`src/hw/scir_pkg.sv`:
```
/*
  Package for the system and charger interrupt register block: register offsets,
  field positions, reset values and the carrier structs shared by the block files.
  Assumes an upstream I2C slave that presents decoded register reads and writes.
*/
package scir_pkg;

  localparam logic [7:0] TOP_SOURCE_OFFSET  = 8'h22;
  localparam logic [7:0] SYS_SOURCE_OFFSET  = 8'h24;
  localparam logic [7:0] SYS_MASK_OFFSET    = 8'h26;
  localparam logic [7:0] CHG_FLAGS_OFFSET   = 8'hb0;
  localparam logic [7:0] CHG_MASK_OFFSET    = 8'hb1;
  localparam logic [7:0] CHG_HEALTH_OFFSET  = 8'hb2;
  localparam logic [7:0] AUX_LDO_OFFSET     = 8'hc6;
  localparam logic [7:0] CFG_FIRST_OFFSET   = 8'hb7;
  localparam logic [7:0] CFG_LAST_OFFSET    = 8'hbf;
  localparam logic [7:0] LOCK_OFFSET        = 8'hbd;

  localparam logic [7:0] SYS_SOURCE_RESET   = 8'h00;
  localparam logic [7:0] SYS_MASK_RESET     = 8'h7f;
  localparam logic [7:0] CHG_FLAGS_RESET    = 8'h00;
  localparam logic [7:0] CHG_MASK_RESET     = 8'hff;
  localparam logic [7:0] AUX_LDO_RESET      = 8'h75;
  localparam logic [7:0] SYS_SOURCE_USED    = 8'h87;
  localparam logic [7:0] CHG_FLAGS_USED     = 8'hfd;
  localparam logic [7:0] LOCK_RESET         = 8'h00;
  localparam logic [7:0] ZERO_BYTE          = 8'h00;

  localparam int UNDERVOLT_BIT  = 0;
  localparam int OVERVOLT_BIT   = 1;
  localparam int THERMAL_BIT    = 2;
  localparam int TESTMODE_BIT   = 7;
  localparam int TOP_CHARGER_BIT = 0;
  localparam int TOP_SYSTEM_BIT  = 2;

  typedef struct packed {
    logic       readStrobe;
    logic       writeStrobe;
    logic [7:0] address;
    logic [7:0] writeData;
  } scir_access_type;

  typedef struct packed {
    logic undervoltFall;
    logic overvoltEdge;
    logic thermalEvent;
    logic testModeEvent;
  } scir_sys_event_type;

  typedef struct packed {
    logic [1:0] aVoltage;
    logic [1:0] bVoltage;
    logic       aDischarge;
    logic       bDischarge;
    logic       aEnable;
    logic       bEnable;
  } scir_ldo_ctrl_type;

  typedef enum logic [1:0] {
    LDO_4V85 = 2'b00,
    LDO_4V90 = 2'b01,
    LDO_4V95 = 2'b10,
    LDO_3V30 = 2'b11
  } scir_ldo_level_type;

endpackage

```
`src/hw/scir_regs.sv`:
```
/*
  Interrupt and control register block of a charger power manager: system event
  flags and mask, charger change flags with mask and roll-up, auxiliary LDO
  control, and write protection of static charger configuration.
  Assumes an I2C slave in front that gives one-cycle read and write strobes with
  a register address, and analog monitors whose inputs are synchronous to clk.
*/
`timescale 1ns/100ps
module scir_regs (
  input  wire logic                         clk,
  input  wire logic                         reset,
  input  wire logic                         belowPorLevel,
  input  wire logic                         supplyFaultReset,
  input  wire scir_pkg::scir_access_type    access,
  input  wire scir_pkg::scir_sys_event_type sysEvents,
  input  wire logic [7:0]                   chargerHealth,
  output logic      [7:0]                   readData,
  output logic                              cfgWriteEnable,
  output scir_pkg::scir_ldo_ctrl_type       ldoCtrl,
  output logic                              configWriteLock,
  output logic                              irq_out_n
);
  import scir_pkg::*;

  logic [7:0] sysSource_reg;
  logic [7:0] sysMask_reg;
  logic [7:0] chgFlags_reg;
  logic [7:0] chgMask_reg;
  logic [7:0] ldo_reg;
  logic [7:0] lock_reg;
  logic [7:0] sysSet;
  logic [7:0] chgChange;
  logic [7:0] topSource;
  logic       sysReset;
  logic       chgReset;
  logic       chgPending;
  logic       sysPending;

  function automatic logic hit(input scir_access_type acc, input logic [7:0] offset);
    hit = acc.address == offset;
  endfunction

  // Static charger settings sit in one address window; the lock register itself is exempt.
  function automatic logic protectedHit(input logic [7:0] address);
    protectedHit = address >= CFG_FIRST_OFFSET && address <= CFG_LAST_OFFSET
                   && address != LOCK_OFFSET;
  endfunction

  assign sysReset = reset | belowPorLevel;
  assign chgReset = sysReset | supplyFaultReset;

  scir_change_detect #(
    .WIDTH(8)
  ) u_change (
    .clk    (clk),
    .reset  (chgReset),
    .level  (chargerHealth),
    .changed(chgChange)
  );

  always_comb begin
    sysSet = ZERO_BYTE;
    sysSet[UNDERVOLT_BIT] = sysEvents.undervoltFall;
    sysSet[OVERVOLT_BIT]  = sysEvents.overvoltEdge;
    sysSet[THERMAL_BIT]   = sysEvents.thermalEvent;
    sysSet[TESTMODE_BIT]  = sysEvents.testModeEvent;
  end

  // clear on read, new events win.
  always_ff @(posedge clk) begin
    if (sysReset) begin
      sysSource_reg <= SYS_SOURCE_RESET;
    end else if (access.readStrobe && hit(access, SYS_SOURCE_OFFSET)) begin
      sysSource_reg <= sysSet & SYS_SOURCE_USED;
    end else begin
      sysSource_reg <= (sysSource_reg | sysSet) & SYS_SOURCE_USED;
    end
  end

  // low mask bits reset to one.
  always_ff @(posedge clk) begin
    if (sysReset) begin
      sysMask_reg <= SYS_MASK_RESET;
    end else if (access.writeStrobe && hit(access, SYS_MASK_OFFSET)) begin
      sysMask_reg <= access.writeData;
    end
  end

  // charger registers reset on supply faults.
  always_ff @(posedge clk) begin
    if (chgReset) begin
      chgFlags_reg <= CHG_FLAGS_RESET;
    end else if (access.readStrobe && hit(access, CHG_FLAGS_OFFSET)) begin
      chgFlags_reg <= chgChange & CHG_FLAGS_USED;
    end else begin
      chgFlags_reg <= (chgFlags_reg | chgChange) & CHG_FLAGS_USED;
    end
  end

  always_ff @(posedge clk) begin
    if (chgReset) begin
      chgMask_reg <= CHG_MASK_RESET;
    end else if (access.writeStrobe && hit(access, CHG_MASK_OFFSET)) begin
      chgMask_reg <= access.writeData;
    end
  end

  always_ff @(posedge clk) begin
    if (chgReset) begin
      ldo_reg <= AUX_LDO_RESET;
    end else if (access.writeStrobe && hit(access, AUX_LDO_OFFSET)) begin
      ldo_reg <= access.writeData;
    end
  end

  // The lock itself stays writable so software can release it after boot.
  always_ff @(posedge clk) begin
    if (chgReset) begin
      lock_reg <= LOCK_RESET;
    end else if (access.writeStrobe && hit(access, LOCK_OFFSET)) begin
      lock_reg <= access.writeData;
    end
  end

  assign configWriteLock = lock_reg != ZERO_BYTE;

  // lock relies on boot-time setup.
  // Only the protected window is gated, so other writes never stall behind the lock.
  assign cfgWriteEnable = access.writeStrobe
                          && !(configWriteLock && protectedHit(access.address));

  assign ldoCtrl = scir_ldo_ctrl_type'({ldo_reg[1:0], ldo_reg[3:2], ldo_reg[4], ldo_reg[5],
                                        ldo_reg[6], ldo_reg[7]});

  assign chgPending = |(chgFlags_reg & ~chgMask_reg);
  assign sysPending = |(sysSource_reg & ~sysMask_reg);

  always_comb begin
    topSource = ZERO_BYTE;
    topSource[TOP_CHARGER_BIT] = chgPending;
    topSource[TOP_SYSTEM_BIT]  = |sysSource_reg;
  end

  // Pin is registered so it changes one cycle after the flag state it reflects.
  always_ff @(posedge clk) begin
    if (chgReset) begin
      irq_out_n <= 1'b1;
    end else begin
      irq_out_n <= !(chgPending || sysPending);
    end
  end

  // Read data is registered; unmapped addresses return zero.
  always_ff @(posedge clk) begin
    if (sysReset) begin
      readData <= ZERO_BYTE;
    end else if (access.readStrobe) begin
      case (access.address)
        TOP_SOURCE_OFFSET: readData <= topSource;
        SYS_SOURCE_OFFSET: readData <= sysSource_reg;
        SYS_MASK_OFFSET:   readData <= sysMask_reg;
        CHG_FLAGS_OFFSET:  readData <= chgFlags_reg;
        CHG_MASK_OFFSET:   readData <= chgMask_reg;
        CHG_HEALTH_OFFSET: readData <= chargerHealth;
        AUX_LDO_OFFSET:    readData <= ldo_reg;
        LOCK_OFFSET:       readData <= lock_reg;
        default:           readData <= ZERO_BYTE;
      endcase
    end
  end

  // System flags are registered, so each event is checked one cycle later.
  // Registers are still unknown before the first reset edge, hence the disables.
  undervolt_flag_a: assert property (
    @(posedge clk) disable iff (sysReset)
    sysEvents.undervoltFall
    |=> sysSource_reg[UNDERVOLT_BIT])
    else $error("undervoltage event not flagged");
  overvolt_flag_a: assert property (
    @(posedge clk) disable iff (sysReset)
    sysEvents.overvoltEdge
    |=> sysSource_reg[OVERVOLT_BIT])
    else $error("overvoltage edge not flagged");
  thermal_flag_a: assert property (
    @(posedge clk) disable iff (sysReset)
    sysEvents.thermalEvent
    |=> sysSource_reg[THERMAL_BIT])
    else $error("thermal event not flagged");
  test_mode_flag_a: assert property (
    @(posedge clk) disable iff (sysReset)
    sysEvents.testModeEvent
    |=> sysSource_reg[TESTMODE_BIT])
    else $error("test mode event not flagged");
  sys_reserved_a: assert property (
    @(posedge clk) disable iff (sysReset)
    (sysSource_reg & ~SYS_SOURCE_USED) == ZERO_BYTE)
    else $error("reserved system bits nonzero");
  sys_mask_reset_a: assert property (
    @(posedge clk)
    $fell(sysReset)
    |-> sysMask_reg == SYS_MASK_RESET)
    else $error("system mask reset value wrong");
  sys_mask_write_a: assert property (
    @(posedge clk) disable iff (sysReset)
    access.writeStrobe && hit(access, SYS_MASK_OFFSET)
    |=> sysMask_reg == $past(access.writeData))
    else $error("system mask write lost");
  sys_read_clear_a: assert property (
    @(posedge clk) disable iff (sysReset)
    access.readStrobe && hit(access, SYS_SOURCE_OFFSET) && sysSet == ZERO_BYTE
    |=> sysSource_reg == ZERO_BYTE)
    else $error("system flags not cleared by read");
  sys_top_bit_a: assert property (
    @(posedge clk) disable iff (sysReset)
    sysSource_reg != ZERO_BYTE
    |-> topSource[TOP_SYSTEM_BIT])
    else $error("system flag not shown in top source");
  por_reset_a: assert property (
    @(posedge clk)
    belowPorLevel
    |=> sysSource_reg == SYS_SOURCE_RESET && sysMask_reg == SYS_MASK_RESET)
    else $error("system registers not reset below power-on level");

  // A change that lands on the clearing read must survive it, so the checks
  // compare against the change vector of the cycle before.
  chg_flag_set_a: assert property (
    @(posedge clk) disable iff (chgReset)
    (chgChange & CHG_FLAGS_USED) != ZERO_BYTE
    |=> (chgFlags_reg & $past(chgChange)) == ($past(chgChange) & CHG_FLAGS_USED))
    else $error("charger change not flagged");
  chg_change_kept_a: assert property (
    @(posedge clk) disable iff (chgReset)
    access.readStrobe && hit(access, CHG_FLAGS_OFFSET) && chgChange != ZERO_BYTE
    |=> (chgFlags_reg & $past(chgChange)) == ($past(chgChange) & CHG_FLAGS_USED))
    else $error("charger change lost during read");
  chg_reserved_a: assert property (
    @(posedge clk) disable iff (chgReset)
    (chgFlags_reg & ~CHG_FLAGS_USED) == ZERO_BYTE)
    else $error("reserved charger bit set");
  chg_read_clear_a: assert property (
    @(posedge clk) disable iff (chgReset)
    access.readStrobe && hit(access, CHG_FLAGS_OFFSET) && chgChange == ZERO_BYTE
    |=> chgFlags_reg == ZERO_BYTE)
    else $error("charger flags not cleared by read");
  chg_top_drop_a: assert property (
    @(posedge clk) disable iff (chgReset)
    chgFlags_reg == ZERO_BYTE
    |-> !topSource[TOP_CHARGER_BIT])
    else $error("top charger bit stays with no flags");
  chg_top_bit_a: assert property (
    @(posedge clk) disable iff (chgReset)
    (chgFlags_reg & ~chgMask_reg) != ZERO_BYTE
    |-> topSource[TOP_CHARGER_BIT])
    else $error("unmasked charger flag not in top source");
  masked_irq_a: assert property (
    @(posedge clk) disable iff (chgReset)
    (chgFlags_reg & ~chgMask_reg) == ZERO_BYTE && (sysSource_reg & ~sysMask_reg) == ZERO_BYTE
    |=> irq_out_n)
    else $error("interrupt asserted with all sources masked");
  unmasked_irq_a: assert property (
    @(posedge clk) disable iff (chgReset)
    chgPending
    |=> !irq_out_n)
    else $error("unmasked charger flag did not interrupt");
  fault_reset_a: assert property (
    @(posedge clk)
    supplyFaultReset
    |=> chgFlags_reg == CHG_FLAGS_RESET && chgMask_reg == CHG_MASK_RESET
        && ldo_reg == AUX_LDO_RESET)
    else $error("charger registers not reset on supply fault");

  // The packing check guards the cast that fans the control byte out to fields.
  // Lock checks cover both sides of the gate, since either failure is silent.
  ldo_reset_a: assert property (
    @(posedge clk)
    $fell(chgReset)
    |-> ldo_reg == AUX_LDO_RESET)
    else $error("LDO control reset value wrong");
  ldo_discharge_a: assert property (
    @(posedge clk)
    $fell(chgReset)
    |-> ldoCtrl.aDischarge && ldoCtrl.bDischarge)
    else $error("LDO discharge not on after reset");
  ldo_fields_a: assert property (
    @(posedge clk) disable iff (chgReset)
    {ldoCtrl.bEnable, ldoCtrl.aEnable, ldoCtrl.bDischarge, ldoCtrl.aDischarge,
     ldoCtrl.bVoltage, ldoCtrl.aVoltage} == ldo_reg)
    else $error("LDO control fields misplaced");
  lock_block_a: assert property (
    @(posedge clk) disable iff (chgReset)
    configWriteLock && protectedHit(access.address)
    |-> !cfgWriteEnable)
    else $error("locked configuration write passed");
  unlocked_write_a: assert property (
    @(posedge clk) disable iff (chgReset)
    access.writeStrobe && !configWriteLock
    |-> cfgWriteEnable)
    else $error("unlocked write was blocked");

endmodule // scir_regs

```
`src/hw/scir_change_detect.sv`:
```
/*
  Change detector for the charger health bits: each bit is compared with its
  value one clock earlier and a one-cycle pulse marks every change.
  Assumes the health bits are synchronous to clk.
*/
`timescale 1ns/100ps
module scir_change_detect #(
  parameter int WIDTH = 8
) (
  input  wire logic             clk,
  input  wire logic             reset,
  input  wire logic [WIDTH-1:0] level,
  output logic      [WIDTH-1:0] changed
);
  import scir_pkg::*;

  logic [WIDTH-1:0] level_reg;

  // Remember the last level so any edge, rising or falling, is seen.
  always_ff @(posedge clk) begin
    if (reset) begin
      level_reg <= '0;
    end else begin
      level_reg <= level;
    end
  end

  assign changed = reset ? '0 : (level ^ level_reg);

endmodule // scir_change_detect

```
`config.mk`:
```
export PLATFORM = sky130hd
export DESIGN_NAME = scir_regs
export DESIGN_NICKNAME = d
export VERILOG_FILES = /design/src/hw/scir_pkg.sv /design/src/hw/scir_regs.sv /design/src/hw/scir_change_detect.sv
export SDC_FILE = /design/constraint.sdc
export NUM_CORES = 1
export LEC_CHECK = 0
export ABC_AREA = 1
export BUFFER_PORTS_ARGS = -buffer_cell sky130_fd_sc_hd__buf_2
export CORE_UTILIZATION = 45
export DETAILED_ROUTE_END_ITERATION = 7
export GPL_TIMING_DRIVEN = 0
export PLACE_DENSITY_LB_ADDON = 0.3
export SYNTH_ARGS = -nofsm -noshare
export SYNTH_HDL_FRONTEND = slang
export SYNTH_SLANG_ARGS = --single-unit
```
`constraint.sdc`:
```
create_clock -name clk -period 1.3 [get_ports clk]
set_input_delay 0 -clock clk [delete_from_list [all_inputs] [get_ports clk]]
set_output_delay 0 -clock clk [all_outputs]
set_load 0.05 [all_outputs]
```
======== Word level (Yosys, flattened, before mapping) ========
Cells that the tools add are included.
cells by class
  order comparisons ....................... 2
  equal/unequal tests ..................... 9
  bitwise operators ....................... 9
  reduce and logical (&&, ||, !) cells .... 17
  muxes and demuxes ....................... 4
operator list
  kind                  number
  $pmux W8 S8           1
  $eq A8 B8 Y1 const B  5
  $eq A8 B6 Y1 const B  3
  $mux W8               3
  $reduce_or A8 Y1      3
  $and A8 B8 Y8         2
  $not A8 Y8            2
  $or A8 B8 Y8          2
  $logic_and A1 B1 Y1   10
  $ge A8 B8 Y1 const B  1
  $le A8 B8 Y1 const B  1
  $ne A8 B8 Y1 const B  1
  $reduce_bool A8 Y1    1
  $xor A8 B8 Y8         1
  $logic_not A1 Y1      2
  $or A1 B1 Y1          2
  $logic_or A1 B1 Y1    1
storage, ports and cells
  word-level logic and storage cells ...... 50
  input port bits ......................... 34
  output and inout port bits .............. 19
  flip-flop bits (word level) ............. 65

======== Logic depth before layout (Yosys ltp) ========
  word-level depth ........................ 6
  gate-level depth with buffers ........... 12
  mapped depth without buffers ............ 11

======== By module ========
From an unflattened synthesis, not the netlist that was laid out.
second synthesis, totals
  cell total of the unflattened synthesis .. 424
  area total of the unflattened synthesis .. 2967.8 µm²
modules (own cells, without submodules)
  module              area each (µm²)  cells an instance  sequential area each (µm²)  times used
  scir_regs           2582.5           366                1041.0                      1
  scir_change_detect  385.4            58                 160.2                       1

======== Worst setup path after synthesis ========
OpenSTA, ideal clock, no wires.
  path kind ............................... reg2out
  start point ............................. register lock_reg[0]
  end point ............................... output cfgWriteEnable
  required time ........................... 1.300 ns
  buffers on the path ..................... 0
  arrival ................................. 1.870 ns
  cell stages (with the launch flop) ...... 4
  setup slack ............................. -0.570 ns
  path through ............................ dfxtp_1 > nor4_1 > nand2_1 > a41oi_1
on the way
  longest elaborated chain between the ends .. 4
RTL lines
  item                       line              RTL
  start: declaration         scir_regs.sv:30   logic [7:0] lock_reg;
  start signal: assignment   scir_regs.sv:121  lock_reg <= access.writeData;
  $reduce_bool A8 Y1         scir_regs.sv:125  assign configWriteLock = lock_reg != ZERO_BYTE;
  named net configWriteLock  scir_regs.sv:20   output logic configWriteLock,
  $logic_and A1 B1 Y1        scir_regs.sv:130  && !(configWriteLock && protectedHit(access.address));
  $logic_not A1 Y1           scir_regs.sv:130
  $logic_and A1 B1 Y1        scir_regs.sv:130
  end: declaration           scir_regs.sv:18   output logic cfgWriteEnable,
The timed path passes the listed nets, and every way through them passes these cells.

======== Worst setup path in the final report ========
  start point ............................. register lock_reg[4]
  end point ............................... output cfgWriteEnable
on the way
  longest elaborated chain between the ends .. 4
RTL lines
  item                 line
  $reduce_bool A8 Y1   scir_regs.sv:125
  $logic_and A1 B1 Y1  scir_regs.sv:130
  $logic_not A1 Y1     scir_regs.sv:130
  $logic_and A1 B1 Y1  scir_regs.sv:130
Every way passes these cells.

==> flow_metrics.py <==
metrics = {
    "synthesis": {
        "synthesis.nets": 432,
        "synth_area_in_compound_gates": 0.167,
        "synth_area_per_cell_um2": 7.10,
        "syn-cell-area_um2": 2830,
        "synth-simple-area-share": 0.295,
        "yosysWarnings": 0,
        "synth_fa_ha_area_frac": 0,
        "dominant_combinational_cell_family_by_area_after_synthesis": "simple AND/OR/NAND/NOR gates",
        "netlist_instances": 398,
        "synth.mux.area_fraction": 0,
        "synth_sequential_area_ratio": 0.418,
        "postSynthRegisterBits": 59,
        "synth-xor-area-share": 0.0217,
        "synth.distinct_cells": 29,
    },
    "clocking": {
        "clkSlewWorstSetupHoldPaths_ns": 0.07,
        "numCtsBuffers": 9,
        "clk_path_buf_depth": 2,
        "clkSinkCount": 59,
        "cts_tree": "yes",
        "cts.htree.levels": 3,
        "clock_latency_ns": 0.34,
        "ctsRootBufferMaster": "sky130_fd_sc_hd__clkbuf_8",
    },
    "critical_path": {
        "critical_path.startpoint_type": "flip-flop",
        "crit_required_ns": 1.30,
        "timing.critical_path.slowest_stage_cell": "sky130_fd_sc_hd__dfxtp_2",
        "rr_startpoint": "chgMask_reg[3]",
        "cp_data_arrival_time_ns": 1.42,
        "timing.reg2reg.setup_slack_ns": 0.12,
        "timing.critical_path.cells": "nor4_4 > nand2_2 > a41oi_4 > buf_6",
        "worst_path_max_stage_delay_ns": 0.33,
        "setup.worst_path.class": "flip-flop to primary output",
        "r2r-end": "readData[0]",
        "setup.worst_path.end_class": "primary output",
        "crit_path_to": "cfgWriteEnable",
        "worst_r2r_path_depth": 9,
        "critical_path.startpoint": "lock_reg[4]",
        "critPathMaxFanout": 2,
    },
    "sta": {
        "layout_setup_ws_ns": -0.120,
        "rsz_0062_raised_after_global_routing": "yes",
        "clock_skew_ns": 0.00930,
        "max_slew.worst_pin.slew_ns": 0.608,
        "finalMaxSlewViolations": 0,
        "setup_viol": 2,
        "max_slew_margin": 0.595,
        "minimum_hold_slack_ns": 0.0680,
        "final.min_clock_period_ns": 1.42,
        "hold_fails_final_rpt": 0,
        "timing.final.crit_share": 1.09,
        "fin_setup_tns_ns": -0.188,
        "fmaxAchievable_mhz": 704,
    },
    "min_path": {
        "worstHoldPathType": "primary input to flip-flop",
    },
    "pwr": {
        "power.leakage_nw": 1.71,
        "power.density_cell_area_nw_per_um2": 1040,
        "worst_ir_drop_vdd_mv": 1.15,
    },
    "final_layout": {
        "antenna_cells": 0,
        "count_of_placed_standard_cells_in_the_final_layout_fillers_left_out": 564,
        "final_net_count": 518,
        "final_area_um2": 3670,
        "fillCellCount": 561,
        "layout-drive-gt1-share": 0.243,
        "area_delta_synth_final_pct": 29.7,
    },
    "floorplan": {
        "ios": 53,
        "core_area_um2": 5990,
        "fp.dieW_um": 81.3,
        "start_util": 0.472,
        "rows": 28,
        "floorplan.die.height_um": 81.3,
        "die-area_um2": 6600,
    },
    "drt": {
        "via_per_inst": 5.22,
        "routed_wl_mm": 8.20,
        "drt_pre_antenna_iters": 6,
        "drt_drc_violations_left": 0,
        "ant_nets": 0,
        "wire_per_inst_um": 14.5,
        "routed-via-count": 2944,
        "dr.first_iter.drc_count": 283,
    },
    "place": {
        "post-dp-hpwl_mm": 5.78,
        "post-place-ws_ns": -0.169,
        "io_buffer_count": 52,
        "placedInstanceArea_um2": 3210,
        "gp_routability_congestion": 0.921,
        "dpl.cell_count": 525,
    },
    "status": {
        "failed_checks": "setup timing",
        "outcome": "finished with violations",
    },
    "global_route": {
        "grt_pass1_wl_mm": 13.0,
        "largest_net_degree_at_the_start_of_global_routing": 11,
        "globalRouteTotalUtil": 0.269,
        "grt_antenna_before_repair": 0,
        "grt_pass1_vias": 2773,
        "globalRouteOverflowTotal": 0,
    },
    "run": {
        "max-cap-violations": 0,
    },
}
what timing repair did:
action                     CTS  global route
resized for setup            8             1
hold endpoints to repair    49             0
pin swaps                    4             3
hold buffers                22             0
buffers inserted             1             0
setup endpoints to repair    2             4
Yosys cell counts (all sizes together):
master	number	area, um2
o22ai	2	12.5
and2	1	7.51
clkbuf	2	7.51
inv	50	188
nor2	50	240
a41oi	1	8.76
buf	9	77.6
clkinv	1	5.00
nand4	1	6.26
xnor2	7	61.3
nand2	89	367
dfxtp	59	1180
nor4	2	12.5
o31ai	2	15.0
a21oi	44	235
o21ai	38	201
nand3	40	200
stage by stage:
step	utilization	total power, mW
CTS	0.612	3.81
global placement	0.537	2.16
detailed placement	0.537	2.16
floorplan	-	2.04
finish	0.612	3.82
global route	0.612	3.94
cell usage in the layout (no fill, tap or decap), drive strengths merged:
cell / Yosys / final
o31ai: 2 / 2
o21ai: 38 / 38
dfxtp: 59 / 59
nand3: 40 / 40
a21oi: 44 / 44
dlygate4sd3: 0 / 22
o22ai: 2 / 2
xnor2: 7 / 7
nand2: 89 / 89
a41oi: 1 / 1
clkinv: 1 / 2
clkbuf: 2 / 17
buf: 9 / 62
nor2: 50 / 50
and2: 1 / 1
nor4: 2 / 2
inv: 50 / 50
nand4: 1 / 1
how the worst min path moves through the flow:
stage / from / endpoint / slack (ns) / cells after the start
2_1_floorplan: chargerHealth[0] / u_change.level_reg[0] / 0.11 / 2
3_3_place_gp: sysEvents[0] / sysSource_reg[7] / 0.20 / 3
3_5_place_dp: sysEvents[2] / sysSource_reg[1] / 0.21 / 3
4_1_cts: supplyFaultReset / chgMask_reg[1] / 0.04 / 5
5_1_grt: supplyFaultReset / chgMask_reg[7] / 0.08 / 5
6_report: supplyFaultReset / chgMask_reg[1] / 0.07 / 5
cell families (layout without fill, tap and decap cells):
| group | Yosys count | count (layout) |
|---|---|---|
| AOI/OAI and AO/OA | 87 | 87 |
| xor gates and xnor gates | 7 | 7 |
| buffers and inverters | 62 | 153 |
| and+or+nand+nor | 183 | 183 |
| DFF | 59 | 59 |
routing by layer:
| layer | routed length [um] | up-vias | GRT usage |
|---|---|---|---|
| met5 | 0 | - | 0 |
| met4 | 217 | 0 | 0.125 |
| met3 | 448 | 18 | 0.0438 |
| met2 | 4050 | 113 | 0.466 |
| met1 | 3480 | 1354 | 0.323 |
| li1 | - | 1459 | - |
final cells by class:
cell class                      instances  area, um2  area share
Buffer                                 11       85.1      0.0232
Clock buffer                           15        186      0.0508
Timing Repair Buffer                   75        500       0.136
Inverter                               51        193      0.0525
Tap cell                               75       93.8      0.0256
Multi-Input combinational cell        277       1420       0.387
Sequential cell                        59       1180       0.323
Clock inverter                          1       5.00     0.00136
worst max-delay path, delay by kind of cell, from the launching register on:
kind	cells	cell delay (ns)
and+or+nand+nor	2	0.40
DFF	1	0.33
buffers and inverters	1	0.19
AOI/OAI and AO/OA	1	0.16
where the power goes:
part / internal, mW / switching (mW)
Clock: 0.900 / 0.735
Combinational: 0.143 / 0.197
Sequential: 1.83 / 0.0123
Note: power is estimated with default switching activity, not from simulation.
